===== src/verilog/swrf_pkg.sv =====
// swrf_pkg: shared constants for the stop wake and reset fan-out block
// assumes a single 25 MHz clock; all event inputs already synchronous
package swrf_pkg;
   // wake source vector positions
   localparam int unsigned WK_RESET_PIN   = 0;
   localparam int unsigned WK_WATCHDOG    = 1;
   localparam int unsigned WK_LVD         = 2;
   localparam int unsigned WK_LVW         = 3;
   localparam int unsigned WK_PIN_IRQ     = 4;
   localparam int unsigned WK_CONVERTER   = 5;
   localparam int unsigned WK_COMPARATOR  = 6;
   localparam int unsigned WK_I2C_MATCH   = 7;
   localparam int unsigned WK_LP_SERIAL_A = 8;
   localparam int unsigned WK_LP_SERIAL_B = 9;
   localparam int unsigned WK_SERIAL2_RX  = 10;
   localparam int unsigned WK_RTC         = 11;
   localparam int unsigned WK_NMI_PIN     = 12;
   localparam int unsigned WK_TIMER_PWM   = 13;
   localparam int unsigned WK_LP_TIMER    = 14;
   localparam int unsigned WK_SPI_SLAVE   = 15;
   localparam int unsigned WK_PIO         = 16;
   localparam int unsigned WK_COUNT       = 17;

   // reset source vector positions
   localparam int unsigned RS_POR      = 0;
   localparam int unsigned RS_LVD      = 1;
   localparam int unsigned RS_WAKEUNIT = 2;
   localparam int unsigned RS_PIN      = 3;
   localparam int unsigned RS_WATCHDOG = 4;
   localparam int unsigned RS_STOPACK  = 5;
   localparam int unsigned RS_SOFTWARE = 6;
   localparam int unsigned RS_LOCKUP   = 7;
   localparam int unsigned RS_DEBUGPRT = 8;
   localparam int unsigned RS_DEBUG    = 9;
   localparam int unsigned RS_COUNT    = 10;

   // reset domain positions
   localparam int unsigned DM_POWER   = 0;
   localparam int unsigned DM_SYSINT  = 1;
   localparam int unsigned DM_MODE    = 2;
   localparam int unsigned DM_CAUSE   = 3;
   localparam int unsigned DM_WAKE    = 4;
   localparam int unsigned DM_RTC     = 5;
   localparam int unsigned DM_LPTIMER = 6;
   localparam int unsigned DM_OTHERS  = 7;
   localparam int unsigned DM_COUNT   = 8;

   // per-source domain masks, bit order as DM_* (others at bit 7)
   localparam logic [7:0] MASK_POR      = 8'hff;
   localparam logic [7:0] MASK_LVD      = 8'hdf;
   localparam logic [7:0] MASK_WAKEUNIT = 8'h8a;
   localparam logic [7:0] MASK_SYSTEM   = 8'h9f;

   // reset release synchroniser depth
   localparam int unsigned SYNC_STAGES = 2;

   // retained register file
   localparam int unsigned RF_BYTES  = 32;
   localparam int unsigned RF_ADDR_W = 5;
   localparam logic [7:0]  RF_RESET  = 8'h00;

   typedef enum logic [1:0] {
      SWRF_PM_RUN,
      SWRF_PM_WAIT,
      SWRF_PM_STOP
   } swrf_pmode_e;
endpackage


===== src/verilog/swrf_reset_sync.sv =====
// swrf_reset_sync: asserts a domain reset at once, releases it on the clock
// assumes clock_in is the clock of the domain the output drives
`timescale 1ns/10ps
module swrf_reset_sync (
   input  wire logic clock_in,
   input  wire logic req_in,
   output logic      rst_n_out
);
   logic [swrf_pkg::SYNC_STAGES-1:0] chain_reg;

   // asynchronous assertion, two-stage clocked release
   always_ff @(posedge clock_in or posedge req_in) begin
      if (req_in) begin
         chain_reg <= '0;
      end else begin
         chain_reg <= {chain_reg[swrf_pkg::SYNC_STAGES-2:0], 1'b1};
      end
   end

   assign rst_n_out = chain_reg[swrf_pkg::SYNC_STAGES-1];
endmodule // swrf_reset_sync


===== src/verilog/swrf_top.sv =====
// swrf_top: stop-mode wake detection, reset fan-out and retained register file
// assumes all inputs synchronous to clock_in; por_n comes from rst_n_in
`timescale 1ns/10ps

// What this block does
// - wake detector requests clocks in stop unclocked
// - pending wake interrupt held for interrupt controller
// - wakes from stop and very-low-power stop
// - interrupt controller wakes from both wait modes
// - reset pin wakes if filter off/low_power_osc
// - watchdog wakes; runs in stop when clocked
// - voltage detect and warning accepted as wake
// - any enabled pin interrupt wakes stop
// - converter wakes only on internal/crystal clock
// - comparator wakes in normal or triggered mode
// - rtc, nmi, i2c, serial2 edge, spi wake
// - clocked lp serial, timers, pio wake
// - marked source clears module except exclusions
// - unmarked source leaves module state intact
// - por clears all; lvd spares rtc only; others spare rtc/timer
// - wake-unit reset spares power/mode/wake/rtc/timer
// - register file retained; cleared only by por
module swrf_top (
   input  wire logic                                clock_in,
   input  wire logic                                rst_n_in,
   // power mode from the mode controller
   input  wire logic [1:0]                          power_mode_in,
   input  wire logic                                very_low_power_in,
   // wake event lines and their enables
   input  wire logic [swrf_pkg::WK_COUNT-1:0]       wake_event_in,
   input  wire logic [swrf_pkg::WK_COUNT-1:0]       wake_enable_in,
   // qualifiers for conditional sources
   input  wire logic                                pin_filter_en_in,
   input  wire logic                                pin_filter_lpo_in,
   input  wire logic                                watchdog_clk_on_in,
   input  wire logic                                converter_clk_ok_in,
   input  wire logic                                comparator_mode_ok_in,
   input  wire logic                                lp_serial_a_clk_in,
   input  wire logic                                lp_serial_b_clk_in,
   input  wire logic                                timer_pwm_clk_in,
   input  wire logic                                lp_timer_clk_in,
   input  wire logic                                pio_clk_in,
   // interrupt controller handshake
   input  wire logic                                irq_any_pending_in,
   input  wire logic                                wake_ack_in,
   // reset requests (excluding power-on, which is rst_n_in)
   input  wire logic [swrf_pkg::RS_COUNT-1:0]       reset_req_in,
   input  wire logic                                deep_stop_pin_wake_in,
   // retained register file port
   input  wire logic                                rf_write_in,
   input  wire logic [swrf_pkg::RF_ADDR_W-1:0]      rf_addr_in,
   input  wire logic [7:0]                          rf_wdata_in,
   output logic [7:0]                               rf_rdata_out,
   // outputs
   output logic                                     clock_restart_out,
   output logic                                     wake_pending_out,
   output logic [swrf_pkg::WK_COUNT-1:0]            wake_source_out,
   output logic                                     core_wake_out,
   output logic [swrf_pkg::DM_COUNT-1:0]            domain_rst_n_out,
   output logic                                     reset_pin_negate_out,
   output logic [swrf_pkg::RS_COUNT-1:0]            reset_cause_out
);
   typedef enum logic [1:0] {
      SWRF_ST_RUN,
      SWRF_ST_ARMED,
      SWRF_ST_RESTART
   } swrf_state_e;

   swrf_state_e                           state_reg;
   swrf_state_e                           state_next;
   logic [swrf_pkg::WK_COUNT-1:0]         qualified;
   logic [swrf_pkg::WK_COUNT-1:0]         pend_reg;
   logic [swrf_pkg::RS_COUNT-1:0]         req_all;
   logic [swrf_pkg::DM_COUNT-1:0]         dom_req;
   logic [swrf_pkg::RS_COUNT-1:0]         cause_reg;
   logic                                  pin_negate_reg;
   logic [7:0]                            rf_mem [swrf_pkg::RF_BYTES];
   logic                                  in_stop;
   logic                                  in_wait;

   // domain mask for a reset source
   function automatic logic [7:0] src_mask(input int unsigned src);
      case (src)
         swrf_pkg::RS_POR:      src_mask = swrf_pkg::MASK_POR;
         swrf_pkg::RS_LVD:      src_mask = swrf_pkg::MASK_LVD;
         swrf_pkg::RS_WAKEUNIT: src_mask = swrf_pkg::MASK_WAKEUNIT;
         default:               src_mask = swrf_pkg::MASK_SYSTEM;
      endcase
   endfunction

   assign in_stop = (power_mode_in == 2'(swrf_pkg::SWRF_PM_STOP));
   assign in_wait = (power_mode_in == 2'(swrf_pkg::SWRF_PM_WAIT));

   // per-source qualification of wake events
   always_comb begin
      qualified = wake_event_in & wake_enable_in;
      // pin wakes only with the filter off or filtered from low_power_osc
      qualified[swrf_pkg::WK_RESET_PIN] = wake_event_in[swrf_pkg::WK_RESET_PIN] &
         (~pin_filter_en_in | pin_filter_lpo_in);
      qualified[swrf_pkg::WK_WATCHDOG] = wake_event_in[swrf_pkg::WK_WATCHDOG] &
         watchdog_clk_on_in;
      qualified[swrf_pkg::WK_LVD] = wake_event_in[swrf_pkg::WK_LVD];
      qualified[swrf_pkg::WK_LVW] = wake_event_in[swrf_pkg::WK_LVW];
      qualified[swrf_pkg::WK_CONVERTER] = qualified[swrf_pkg::WK_CONVERTER] &
         converter_clk_ok_in;
      qualified[swrf_pkg::WK_COMPARATOR] = qualified[swrf_pkg::WK_COMPARATOR] &
         comparator_mode_ok_in;
      qualified[swrf_pkg::WK_LP_SERIAL_A] = qualified[swrf_pkg::WK_LP_SERIAL_A] &
         lp_serial_a_clk_in;
      qualified[swrf_pkg::WK_LP_SERIAL_B] = qualified[swrf_pkg::WK_LP_SERIAL_B] &
         lp_serial_b_clk_in;
      qualified[swrf_pkg::WK_TIMER_PWM] = qualified[swrf_pkg::WK_TIMER_PWM] &
         timer_pwm_clk_in;
      qualified[swrf_pkg::WK_LP_TIMER] = qualified[swrf_pkg::WK_LP_TIMER] &
         lp_timer_clk_in;
      qualified[swrf_pkg::WK_PIO] = qualified[swrf_pkg::WK_PIO] & pio_clk_in;
      // pin irq, i2c, serial2 edge, rtc, nmi and spi pass on their enable alone
   end

   // wake state machine
   always_comb begin
      state_next = state_reg;
      case (state_reg)
         SWRF_ST_RUN: begin
            if (in_stop) begin
               state_next = SWRF_ST_ARMED;
            end
         end
         SWRF_ST_ARMED: begin
            if (|qualified) begin
               state_next = SWRF_ST_RESTART;
            end else if (!in_stop) begin
               state_next = SWRF_ST_RUN;
            end
         end
         SWRF_ST_RESTART: begin
            if (!in_stop) begin
               state_next = SWRF_ST_RUN;
            end
         end
         default: state_next = SWRF_ST_RUN;
      endcase
   end

   always_ff @(posedge clock_in or negedge rst_n_in) begin
      if (!rst_n_in) begin
         state_reg <= SWRF_ST_RUN;
      end else begin
         state_reg <= state_next;
      end
   end

   // pending wake sources held until acknowledged; ack is ignored while armed
   always_ff @(posedge clock_in or negedge rst_n_in) begin
      if (!rst_n_in) begin
         pend_reg <= '0;
      end else if (state_reg == SWRF_ST_ARMED) begin
         pend_reg <= pend_reg | qualified;
      end else if (wake_ack_in) begin
         pend_reg <= '0;
      end
   end

   // the restart request is combinational so it needs no running edge to assert
   assign clock_restart_out = (state_reg == SWRF_ST_ARMED) & (|qualified);
   assign wake_pending_out  = |pend_reg;
   assign wake_source_out   = pend_reg;
   assign core_wake_out     = clock_restart_out |
                              (in_wait & irq_any_pending_in);

   // reset fan-out: power-on comes from rst_n_in
   always_comb begin
      req_all = reset_req_in;
      req_all[swrf_pkg::RS_POR] = ~rst_n_in;
      dom_req = '0;
      for (int unsigned s = 0; s < swrf_pkg::RS_COUNT; s++) begin
         if (req_all[s]) begin
            dom_req = dom_req | src_mask(s);
         end
      end
      // unmarked domains simply get no request from that source
   end

   for (genvar d = 0; d < swrf_pkg::DM_COUNT; d++) begin : g_dom
      swrf_reset_sync u_sync (
         .clock_in  (clock_in),
         .req_in    (dom_req[d]),
         .rst_n_out (domain_rst_n_out[d])
      );
   end

   // reset pin negation follows the wake-unit case only when the pin woke deep stop
   always_ff @(posedge clock_in or negedge rst_n_in) begin
      if (!rst_n_in) begin
         pin_negate_reg <= 1'b1;
      end else if (req_all[swrf_pkg::RS_WAKEUNIT]) begin
         pin_negate_reg <= deep_stop_pin_wake_in;
      end else begin
         pin_negate_reg <= |req_all;
      end
   end
   assign reset_pin_negate_out = pin_negate_reg;

   // reset cause capture: power-on loads 10'h001, any other request overwrites it with req_all
   always_ff @(posedge clock_in or negedge rst_n_in) begin
      if (!rst_n_in) begin
         cause_reg <= 10'h001;
      end else if (|req_all) begin
         cause_reg <= req_all;
      end
   end
   assign reset_cause_out = cause_reg;

   // retained register file: only power-on clears it
   always_ff @(posedge clock_in or negedge rst_n_in) begin
      if (!rst_n_in) begin
         for (int unsigned i = 0; i < swrf_pkg::RF_BYTES; i++) begin
            rf_mem[i] <= swrf_pkg::RF_RESET;
         end
      end else if (rf_write_in) begin
         rf_mem[rf_addr_in] <= rf_wdata_in;
      end
   end

   always_ff @(posedge clock_in or negedge rst_n_in) begin
      if (!rst_n_in) begin
         rf_rdata_out <= 8'h00;
      end else begin
         rf_rdata_out <= rf_mem[rf_addr_in];
      end
   end
endmodule // swrf_top


===== config.mk =====
export PLATFORM = sky130hd
export DESIGN_NAME = swrf_top
export DESIGN_NICKNAME = d
export VERILOG_FILES = /design/src/verilog/swrf_pkg.sv /design/src/verilog/swrf_reset_sync.sv /design/src/verilog/swrf_top.sv
export SDC_FILE = /design/constraint.sdc
export NUM_CORES = 1
export LEC_CHECK = 0
export BUFFER_PORTS_ARGS = -buffer_cell sky130_fd_sc_hd__buf_4
export CORE_UTILIZATION = 45
export CTS_CLUSTER_DIAMETER = 60
export DETAILED_ROUTE_END_ITERATION = 16
export PLACE_DENSITY = 0.75
export SLEW_MARGIN = 20
export SYNTH_ARGS = -nofsm -noshare
export SYNTH_HDL_FRONTEND = slang
export SYNTH_SLANG_ARGS = --single-unit

===== constraint.sdc =====
create_clock -name clock_in -period 1.3 [get_ports clock_in]
set_input_delay 0.195 -clock clock_in [delete_from_list [all_inputs] [get_ports clock_in]]
set_output_delay 0.195 -clock clock_in [all_outputs]
set_load 0.05 [all_outputs]

# After elaboration in Yosys (flattened, before gate mapping)
# Index checks and enable logic that the tools add are counted.
[word_totals] reg_bits=310 latch_bits=0 ram_bits=0 mem_bits_ro=0 inputBits=76 output_inout_bits=47 elab_cells=117 n_memories=0
[classes] addsub=0 n_mul=0 n_div=0 n_lt_le_gt_ge=2 n_eq_ne=5 shifts=0 mux=32 bitwise=27 n_reduce_logical=6
[op_table] cell="bitwise mux 256 bit" n=1
[op_table] cell="two-way mux 8 bit" n=22
[op_table] cell="bitwise OR 8 bit" n=9
[op_table] cell="binary-select mux 8 bit (select 5 bit)" n=1
[op_table] cell="demux 8 bit (select 5 bit)" n=1
[op_table] cell="two-way mux 17 bit" n=2
[op_table] cell="OR reduction 17 bit" n=2
[op_table] cell="AND 17 bit" n=1
[op_table] cell="bitwise OR 17 bit" n=1
[op_table] cell="AND 1 bit" n=11
[op_table] cell="OR reduction 10 bit" n=1
[op_table] cell="greater-or-equal comparator 6 bit, second input constant" n=1
[op_table] cell="< comparator 6 x 1 -> 1 bit, second input constant" n=1
[op_table] cell="two-way mux 2 bit" n=3
[op_table] cell="inverter 5 -> 6 bit" n=1
[op_table] cell="one-hot mux 2 bit (3 select lines)" n=1
[op_table] cell="== test 2 x 1 -> 1 bit, second input constant" n=2
[op_table] cell="== test 2 bit, second input constant" n=2
[op_table] cell="logical NOT 2 bit" n=1
[op_table] cell="!= test 2 bit, second input constant" n=1
[op_table] cell="inverter 1 bit" n=2
[op_table] cell="bitwise OR 1 bit" n=2
[op_table] cell="nonzero test 2 bit" n=1
[op_table] cell="logical AND 1 bit" n=1
[op_table] cell="two-way mux 1 bit" n=1

# Logic depth before layout (Yosys ltp)
# Gate-level depths: netlist (run 1).
[depth] depth_word=19 depth_mapped=7 mapped_depth_nobuf=4

# Modules after synthesis
# A second synthesis (run 1) with hierarchy kept.
[unflattened] hier_cells=1034 area_unflattened_um2=13880.8
[by_module_without_submodules] module="swrf_top" n_inst=1 cells_per_inst=1002 area_each_um2=13420.4 seq_area_each_um2=7359.6
[by_module_without_submodules] module="swrf_reset_sync" n_inst=8 cells_per_inst=4 area_each_um2=57.6 seq_area_each_um2=50.0

# Worst setup path before layout (run 1)
# Ideal clock, no wire load.
[synth_timing] path_type="reg2out" start="register state_reg[1]" end="output core_wake_out" t_arrival_ns=1.981 t_required_ns=1.105 path_slack_ns=-0.876 stages_incl_launch_ff=5 path_buffers=2 cell_sequence="dfrtp_1 > nand2b_1 > clkbuf_1 > clkbuf_1 > o21ai_0"
[synth_via] elab_chain_len=3
[synth_rtl] item="start, declared" line_no="swrf_top.sv:69" source="swrf_state_e state_reg;"
[synth_rtl] item="start signal, assigned" line_no="swrf_top.sv:149" source="state_reg <= state_next;"
[synth_rtl] item="== test 2 x 1 -> 1 bit" line_no="swrf_top.sv:165" source="assign clock_restart_out = (state_reg == SWRF_ST_ARMED) & (|qualified);"
[synth_rtl] item="AND 1 bit" line_no="swrf_top.sv:165"
[synth_rtl] item="bitwise OR 1 bit" line_no="swrf_top.sv:168" source="assign core_wake_out = clock_restart_out |"
[synth_rtl] item="end, declared" line_no="swrf_top.sv:58" source="output logic core_wake_out,"
# Every way passes these cells.

# Final worst setup path (run 1)
[layout_timing] start="register pend_reg, in the netlist wake_source_out[16]" end="output wake_pending_out"
[layout_via] elab_chain_len=1
[layout_rtl] item="start, declared" line_no="swrf_top.sv:72" source="logic [swrf_pkg::WK_COUNT-1:0] pend_reg;"
[layout_rtl] item="start signal, assigned" line_no="swrf_top.sv:158" source="pend_reg <= pend_reg | qualified;"
[layout_rtl] item="OR reduction 17 bit" line_no="swrf_top.sv:166" source="assign wake_pending_out = |pend_reg;"
[layout_rtl] item="end, declared" line_no="swrf_top.sv:56" source="output logic wake_pending_out,"
# Every way passes these cells.

==> results of run 1 <==
==> tightest hold or removal path, stage by stage <==
cell,delay (ns)
buf_4,0.11
nand3_1,0.08
o21ai_0,0.09
==> cell families after synthesis <==
logic type	Yosys count	synth area share [%]
buffers and inverters	86	2.95
DFF	302	55.0
muxes	384	30.3
and+or+nand+nor	137	6.76
AOI/OAI and AO/OA	107	4.90
other	1	0.0273
==> cells in the mapped netlist, types with 4 or more instances <==
master	number
o21ai_0	10
nand2_1	36
mux2_1	12
mux2_2	244
nor2_2	7
nand3_2	5
a21o_1	10
nor2_4	5
nor4_1	20
nor3_1	4
nor2_1	8
buf_1	4
nor3_4	4
o22ai_1	69
mux2i_1	128
a21oi_1	9
buf_4	13
inv_1	11
nand4bb_1	4
buf_2	20
clkbuf_1	36
dfrtp_1	300
nand3_1	10
nand4b_1	4
==> power by group through the flow <==
| stage | combinational (mW) | sequential [mW] | clock, mW |
|---|---|---|---|
| after floorplan | 3.22 | 12.3 | 0 |
| after global placement | 5.28 | 12.1 | 0 |
| after detailed placement | 5.41 | 12.2 | 0 |
| after CTS | 5.80 | 12.2 | 9.36 |
| after global routing | 6.45 | 12.4 | 9.80 |
| final | 6.12 | 12.3 | 9.20 |
==> routing by layer <==
metal / GRT usage, % / vias up
li1: - / 4351
met1: 34.0 / 5106
met2: 40.5 / 305
met3: 5.41 / 69
met4: 8.05 / 0
met5: 0 / -
==> area by class of cell <==
class	instances	area share [%]
flip-flops and latches	302	38.9
multi-input cells	632	36.0
repair buffers	336	16.9
clock buffers	46	4.81
well taps	390	2.51
clock inverters	16	0.669
inverters	11	0.212
diodes	1	0.0129
==> worst paths after layout <==
check | start | endpoint | slack (ns)
max in group asynchronous | rst_n_in | rf_mem[147] | 0.13
hold reg to reg | g_dom[3].u_sync.chain_reg[0] | g_dom[1].u_sync.chain_reg[1] | 0.35
hold / removal | converter_clk_ok_in | wake_source_out[5] | 0.02
setup / recovery | wake_source_out[16] | wake_pending_out | -0.88
setup reg to reg | rf_mem[88] | rf_rdata_out[0] | -0.13
min in group asynchronous | reset_req_in[8] | g_dom[0].u_sync.chain_reg[0] | 0.11
==> timing repair <==
action / in CTS / in global routing
endpoints found under the hold margin: 166 / 1
setup endpoints to repair: 41 / 93
hold buffers: 28 / 1
pin swaps: 16 / 20
cloned: 0 / 1
buffers inserted: 10 / 19
gates resized for setup: 118 / 79
==> cells in the final DEF (no fill, tap or decap), types with 4 or more instances in the layout <==
cell type and instances:
nand3_2 5, nor4_4 7, inv_1 11, mux2_4 117
clkbuf_1 8, nand4bb_1 4, dfrtp_2 9, nand3_1 9
nor3_4 5, o22ai_2 19, nor2_4 12, clkbuf_8 4
clkinv_2 10, nand4b_1 4, dlygate4sd3_1 29, buf_6 41
clkbuf_16 35, dfrtp_1 291, mux2i_1 72, buf_8 19
mux2i_4 9, mux2i_2 47, nor4_1 4, conb_1 4
o21ai_0 8, buf_12 28, nand2_2 12, buf_4 217
a21o_1 10, a21oi_1 7, mux2_2 136, nand2_1 21
nor2_1 7, nor4_2 9, o22ai_1 50
==> flow_summary.yaml, run 1 <==
run_status:
  status: "complete, but fails checks"
  violations: "setup timing"
layout:
  area_delta_synth_final_pct: 41.6
  register_area_mm2: 0.00757
  top_register: "rf_mem"
  drive_gt1_share_pct: 57.5
  multiInputGateArea_mm2: 0.00700
  final_util_pct: 65.3
  largest_reg_flops: 256
  design_area_mm2: 0.0194
  fillCellCount: 2048
  final_nets: 1393
  fin_cells: 1734
setup_path:
  critPathBufInv: 1
  reg2reg_depth: 5
  path_cells: "nor4_4 > nand4_1 > or4_4 > buf_6"
  end_kind: "output port"
  slowest_delay_ns: 0.44
  cp.depth: 4
  required_ns: 1.11
  crit_family: "simple AND/OR/NAND/NOR gates"
  critPathMaxFanout: 2
  cp_slowest_cell: "or4_4"
  path_class: "register to output port"
  cp.arrival_ns: 1.98
  worst_setup_path_start_kind: "register"
pwr:
  powerDensity_mw_per_mm2: 1420
  p_comb_share_pct: 22.2
  intPower_mw: 19.8
  swShare_pct: 28.3
  clkPwrFrac_pct: 33.3
  power.total_mw: 27.6
  ir_worst_vdd_uv: 776
  switchingPower_mw: 7.80
  seqPwrFrac_pct: 44.5
  power_leakage_nw: 8.95
synth:
  synth_area_per_cell_um2: 13.5
  yosys_register_bits: 302
  synth_edf_count: 0
  yosysUniqueCellTypes: 50
  synthCells: 1017
  async_flop_share_pct: 100
  yosys.area.top_type_share_pct: 54.7
  ys_warn_count: 0
  synth_area_mm2: 0.0137
  synth_ff_type: "dfrtp_1"
  synthTopCellsByArea: "dfrtp_1, mux2_2, mux2i_1"
  post-synth-top-area-cell: "dfrtp_1"
  synth_seq_area_share_pct: 55.0
global_routing:
  gr-usage-all-layers_pct: 25.2
  antenna_found_initial: 1
  grt_overflow: 0
  grt_pass1_wl_mm: 59.7
  grt_max_degree: 102
  grt_pass1_vias: 10300
sta:
  finalHoldViolations: 0
  skew_ns: 0.0309
  period_needed_ns: 2.18
  setup_tns_ns: -3.66
  period_share_pct: 167
  grt_setup_unrepaired: "true"
  worst_slew_pin_slew_ns: 0.532
  fin_hold_ws_ns: 0.0183
  maxSlewHeadroom_pct: 64.5
  setup_ws_ns: -0.875
  slew_viol_final: 0
  fmaxAchievable_ghz: 0.460
  setup_violations: 32
hold_path:
  hold_path_depth: 3
  min_path_type: "primary input to register"
clock_tree:
  cts_buffers: 34
  tritoncts: "yes"
  clkTransAtPathRegs_ns: 0.06
  clock-sinks: 302
  cts_root_buffer: "clkbuf_16"
  clockBufferDepth: 3
  clock_latency_ns: 0.53
  h-tree-depth: 2
route:
  ant_nets: 0
  wl_met2_mm: 18.9
  drt-wirelength-per-cell_um: 22.6
  routed_via_density: 5.67
  topRoutingLayerUsed: "met4"
  drc_errors: 0
  first_pass_iters: 5
  num_vias: 9831
  drt_iter0_markers: 625
  drt_wl_total_mm: 39.2
  wl_met3_mm: 2.25
  m1WireLength_mm: 17.0
die:
  die_h_um: 177
  start_util_pct: 46.1
  die_area_mm2: 0.0312
  row_count: 63
  die_x_um: 177
  ioPinCount: 123
  core_area_mm2: 0.0298
run:
  cap_violations: 0
place:
  place_inst: 1631
  port_buffers: 116
  dpl_cell_area_mm2: 0.0171
  gp_congestion: 0.955
  dp_hpwl_mm: 25.7
  place_ws_ns: -0.620
Note: power is estimated with default switching activity, not from simulation.
==> run 2: changes to the inputs <==
RECOVER_POWER = 25   (was unset)
==> run 2 against run 1 <==
The flow still finishes with violations (setup timing). Critical path depth stayed put. Die area did not move. Sequential power is essentially flat. Highest routed layer unchanged. Sequential share of layout area barely moved. Worst setup slack got worse by 0.0018 ns. Largest cell class unchanged. Cell area about the same.
==> flow_summary.yaml, run 2 (synthesis results as in run 1) <==
run_status:
  status: "complete, but fails checks"
  violations: "setup timing"
layout:
  fillCellCount: 2053
  most-common-layout-cells: "dfrtp_1, buf_4, mux2_2"
  largest_reg_flops: 256
  final_common_cell: "dfrtp_1"
  final_nets: 1393
  top_register: "rf_mem"
  design_area_mm2: 0.0194
  drive_gt1_share_pct: 57.3
  area_delta_synth_final_pct: 41.4
  final_util_pct: 65.2
pwr:
  ir_worst_vdd_uv: 776
  intPower_mw: 19.8
  switchingPower_mw: 7.77
  clkPwrFrac_pct: 33.3
  powerDensity_mw_per_mm2: 1420
  swShare_pct: 28.2
  power_leakage_nw: 8.94
  seqPwrFrac_pct: 44.5
  p_comb_share_pct: 22.1
clock_tree:
  clock_latency_ns: 0.53
  cts_root_buffer: "clkbuf_16"
  tritoncts: "yes"
  clockBufferDepth: 3
  clkTransAtPathRegs_ns: 0.06
  h-tree-depth: 2
  cts_buffers: 34
  clock-sinks: 302
route:
  drc_errors: 0
  routed_via_density: 5.65
  first_pass_iters: 5
  drt_wl_total_mm: 39.0
  num_vias: 9790
  ant_nets: 0
  drt_iter0_markers: 694
  drt-wirelength-per-cell_um: 22.5
die:
  die_x_um: 177
  ioPinCount: 123
  die_h_um: 177
  die_area_mm2: 0.0312
  start_util_pct: 46.1
  row_count: 63
  core_area_mm2: 0.0298
global_routing:
  grt_pass1_vias: 10300
  grt_pass1_wl_mm: 59.7
  grt_overflow: 0
  grt_max_degree: 102
  antenna_found_initial: 1
  gr-usage-all-layers_pct: 25.2
setup_path:
  end_kind: "output port"
  slowest_delay_ns: 0.44
  cp_slowest_cell: "or4_4"
  critPathMaxFanout: 2
  path_class: "register to output port"
  worst_setup_path_start_kind: "register"
  path_cells: "nor4_4 > nand4_1 > or4_4 > buf_6"
  required_ns: 1.11
  cp.arrival_ns: 1.98
sta:
  fin_hold_ws_ns: 0.00916
  skew_ns: 0.0277
  finalHoldViolations: 0
  grt_setup_unrepaired: "true"
  slew_viol_final: 0
  fmaxAchievable_ghz: 0.459
  setup_tns_ns: -20.69
  worst_slew_pin_slew_ns: 0.531
  period_needed_ns: 2.18
  setup_violations: 194
  setup_ws_ns: -0.877
  period_share_pct: 167
  maxSlewHeadroom_pct: 64.6
place:
  dp_hpwl_mm: 25.7
  gp_congestion: 0.955
  port_buffers: 116
  dpl_cell_area_mm2: 0.0171
  place_ws_ns: -0.620
run:
  cap_violations: 0
hold_path:
  min_path_type: "primary input to register"
run 2: critical path, delay by kind of cell, from the launching register on:
family / cells / cell delay, ns
buffers and inverters: 1 / 0.17
flip-flops: 1 / 0.41
AND/OR/NAND/NOR: 3 / 0.88
run 2: metrics by stage:
step / instances / total power [mW]
global route: 1733 / 28.7
global placement: 1631 / 17.4
finish: 1734 / 27.6
floorplan: 1020 / 15.5
detailed placement: 1631 / 17.6
CTS: 1721 / 27.3
run 2: power by group through the flow:
stage / Sequential, mW / Combinational (mW) / Clock (mW)
floorplan: 12.3 / 3.22 / 0
global placement: 12.1 / 5.28 / 0
CTS: 12.2 / 5.80 / 9.36
detailed placement: 12.2 / 5.41 / 0
finish: 12.3 / 6.10 / 9.18
global route: 12.4 / 6.45 / 9.80
run 2: area by class of cell:
cell class,count,area [um2],share of cell area (%)
Antenna cell,1,2.50,0.0129
Clock buffer,46,936,4.82
Clock inverter,16,130,0.670
Inverter,11,41.3,0.213
Multi-Input combinational cell,632,7000,36.0
Sequential cell,302,7570,39.0
Tap cell,390,488,2.51
Timing Repair Buffer,336,3260,16.8
run 2: layer usage:
layer | up-vias | global-route usage (%) | wire [um]
met5 | - | 0 | 0
met4 | 0 | 8.05 | 1080
met3 | 71 | 5.41 | 2360
met2 | 327 | 40.5 | 18900
met1 | 5054 | 34.0 | 16700
li1 | 4338 | - | -
run 2: what timing repair did:
action                                 4_1_cts  5_1_grt
buffers inserted                            10       19
gates cloned                                 0        1
hold buffers                                28        1
setup endpoints to repair                   41       93
endpoints found under the hold margin      166        1
resized for setup                          118       79
pin swaps                                   16       20
run 2: worst paths after layout:
check                                          endpoint  depth (start not counted)                          from  slack (ns)
setup / recovery                       wake_pending_out                          4           wake_source_out[16]       -0.88
hold / removal                       wake_source_out[1]                          3            watchdog_clk_on_in       0.009
setup reg to reg                        rf_rdata_out[0]                          5                    rf_mem[88]       -0.10
hold reg to reg            g_dom[1].u_sync.chain_reg[1]                          0  g_dom[3].u_sync.chain_reg[0]        0.35
max in group asynchronous                   rf_mem[147]                          4                      rst_n_in       -0.18
min in group asynchronous  g_dom[0].u_sync.chain_reg[0]                          5               reset_req_in[8]        0.11
==> run 3: changes to the inputs <==
BUFFER_PORTS_ARGS = -buffer_cell sky130_fd_sc_hd__clkbuf_2   (was -buffer_cell sky130_fd_sc_hd__buf_4)
CORE_ASPECT_RATIO = 1.2   (was unset)
CORE_UTILIZATION = 54   (was 45)
PLACE_DENSITY = 0.85   (was 0.75)
==> run 3 against run 2 <==
The run still ends with setup timing left. Count of clock-buffer cells in the layout is 5 lower. Clock power down 0.4%. Critical path depth is the same. Via count up 8.5%. Non-clock buffer count shrank 1. Clock skew rose by 0.00084 ns. Worst setup slack lost 0.054 ns. Utilization increased by 13 points. Critical endpoint unchanged. Largest cell class unchanged.
==> flow_summary.yaml, run 3 (synthesis results as in run 1) <==
run_status:
  status: "complete, but fails checks"
  violations: "setup timing"
sta:
  finalHoldViolations: 0
  maxSlewHeadroom_pct: 55.2
  worst_slew_pin_slew_ns: 0.672
  skew_ns: 0.0285
  setup_ws_ns: -0.931
  period_share_pct: 172
  grt_setup_unrepaired: "true"
  fmaxAchievable_ghz: 0.448
  period_needed_ns: 2.23
  slew_viol_final: 0
  setup_violations: 331
setup_path:
  cp.arrival_ns: 2.04
  path_class: "register to output port"
  worst_setup_path_start_kind: "register"
  rr_startpoint: "rf_mem[18]"
  reg2reg_depth: 5
  critPathMaxFanout: 2
  reg2reg_slack_ns: -0.14
  r2r-end: "rf_rdata_out[2]"
  end_kind: "output port"
  required_ns: 1.11
layout:
  most-common-layout-cells: "dfrtp_1, buf_4, mux2_2"
  num_antenna_cells: 0
  multiInputGateArea_mm2: 0.00702
  final_nets: 1389
  register_area_mm2: 0.00758
  final_common_cell: "dfrtp_1"
  area_delta_synth_final_pct: 41.8
  drive_gt1_share_pct: 56.7
  largest_reg_flops: 256
  top_register: "rf_mem"
  design_area_mm2: 0.0195
  fillCellCount: 1219
  fin_cells: 1662
pwr:
  powerDensity_mw_per_mm2: 1430
  ir_worst_vdd_uv: 1140
  power_leakage_nw: 9.03
die:
  row_count: 63
  die_area_mm2: 0.0261
  die_h_um: 177
  die_x_um: 148
  start_util_pct: 55.3
  core_area_mm2: 0.0248
  ioPinCount: 123
global_routing:
  grt_pass1_wl_mm: 66.7
  grt_overflow: 0
  grt_max_degree: 69
  antenna_found_initial: 0
  grt_pass1_vias: 11300
  gr-usage-all-layers_pct: 33.9
route:
  num_vias: 10600
  first_pass_iters: 5
  drt_iter0_markers: 886
  ant_nets: 0
  drc_errors: 0
  drt_wl_total_mm: 46.0
  routed_via_density: 6.39
  drt-wirelength-per-cell_um: 27.7
clock_tree:
  clockBufferDepth: 3
  clkTransAtPathRegs_ns: 0.07
  tritoncts: "yes"
  cts_buffers: 30
  clock-sinks: 302
  clock_latency_ns: 0.58
  cts_root_buffer: "clkbuf_16"
  h-tree-depth: 1
place:
  dpl_cell_area_mm2: 0.0166
  dp_hpwl_mm: 25.2
  place_inst: 1551
  gp_congestion: 0.923
  port_buffers: 116
  place_ws_ns: -0.700
run:
  cap_violations: 0
hold_path:
  hold_end: "wake_source_out[10]"
  min_path_type: "primary input to register"
  hold_start: "wake_event_in[10]"
  hold_path_depth: 4
run 3: worst max path at each step:
stage	startpoint	endpoint	cells past startpoint
3_5_place_dp	rf_addr_in[1]	rf_rdata_out[7]	7
3_3_place_gp	rf_addr_in[1]	rf_rdata_out[7]	7
5_1_grt	wake_source_out[0]	wake_pending_out	4
2_1_floorplan	wake_source_out[10]	wake_pending_out	3
4_1_cts	wake_source_out[14]	wake_pending_out	4
6_report	wake_source_out[15]	wake_pending_out	4
run 3: repair_timing:
item / 4_1_cts / 5_1_grt
gates cloned: 0 / 2
hold buffers: 31 / 0
resized for setup: 179 / 107
pin swaps: 23 / 12
setup buffers: 9 / 19
setup endpoints to repair: 55 / 80
endpoints found under the hold margin: 323 / 0
run 3: final cells by class:
class	instances	area share [%]
clock buffer	41	4.27
clock inverter	15	0.983
inverter	11	0.212
multi-input combinational	633	36.1
sequential	302	38.9
tap	325	2.09
timing repair buffer	335	17.5
run 3: where the power goes:
part	total [mW]	internal [mW]	leakage (nW)	switching (mW)
sequential	12.4	11.1	3.84	1.28
clock	9.14	5.28	0.502	3.86
combinational	6.34	3.44	4.69	2.89
total	27.9	19.8	9.03	8.04
run 3: worst max-delay path, cell delays in order, from the launching register on:
cell	delay, ns
dfrtp_2	0.44
nor4_4	0.26
nand4_1	0.14
or4_4	0.45
clkbuf_16	0.19
run 3: metrics by stage:
step | hold slack, ns | utilization [%] | total power [mW] | TNS, ns
2_1_floorplan | -0.101 | - | 15.5 | -22.49
3_3_place_gp | 0.188 | 66.9 | 16.9 | -94.83
3_5_place_dp | 0.193 | 66.9 | 17.2 | -104.11
4_1_cts | 0.00510 | 76.4 | 27.0 | -6.68
5_1_grt | 0.0487 | 78.4 | 28.7 | -73.18
6_report | 0.0420 | 78.4 | 27.9 | -42.90
run 3: routing by layer:
metal / track usage [%] / vias to the layer above / part of all wire [%]
li1: - / 4323 / -
met1: 41.0 / 5500 / 38
met2: 56.8 / 607 / 49
met3: 6.39 / 195 / 7.0
met4: 19.6 / 0 / 6.6
met5: 0 / - / 0
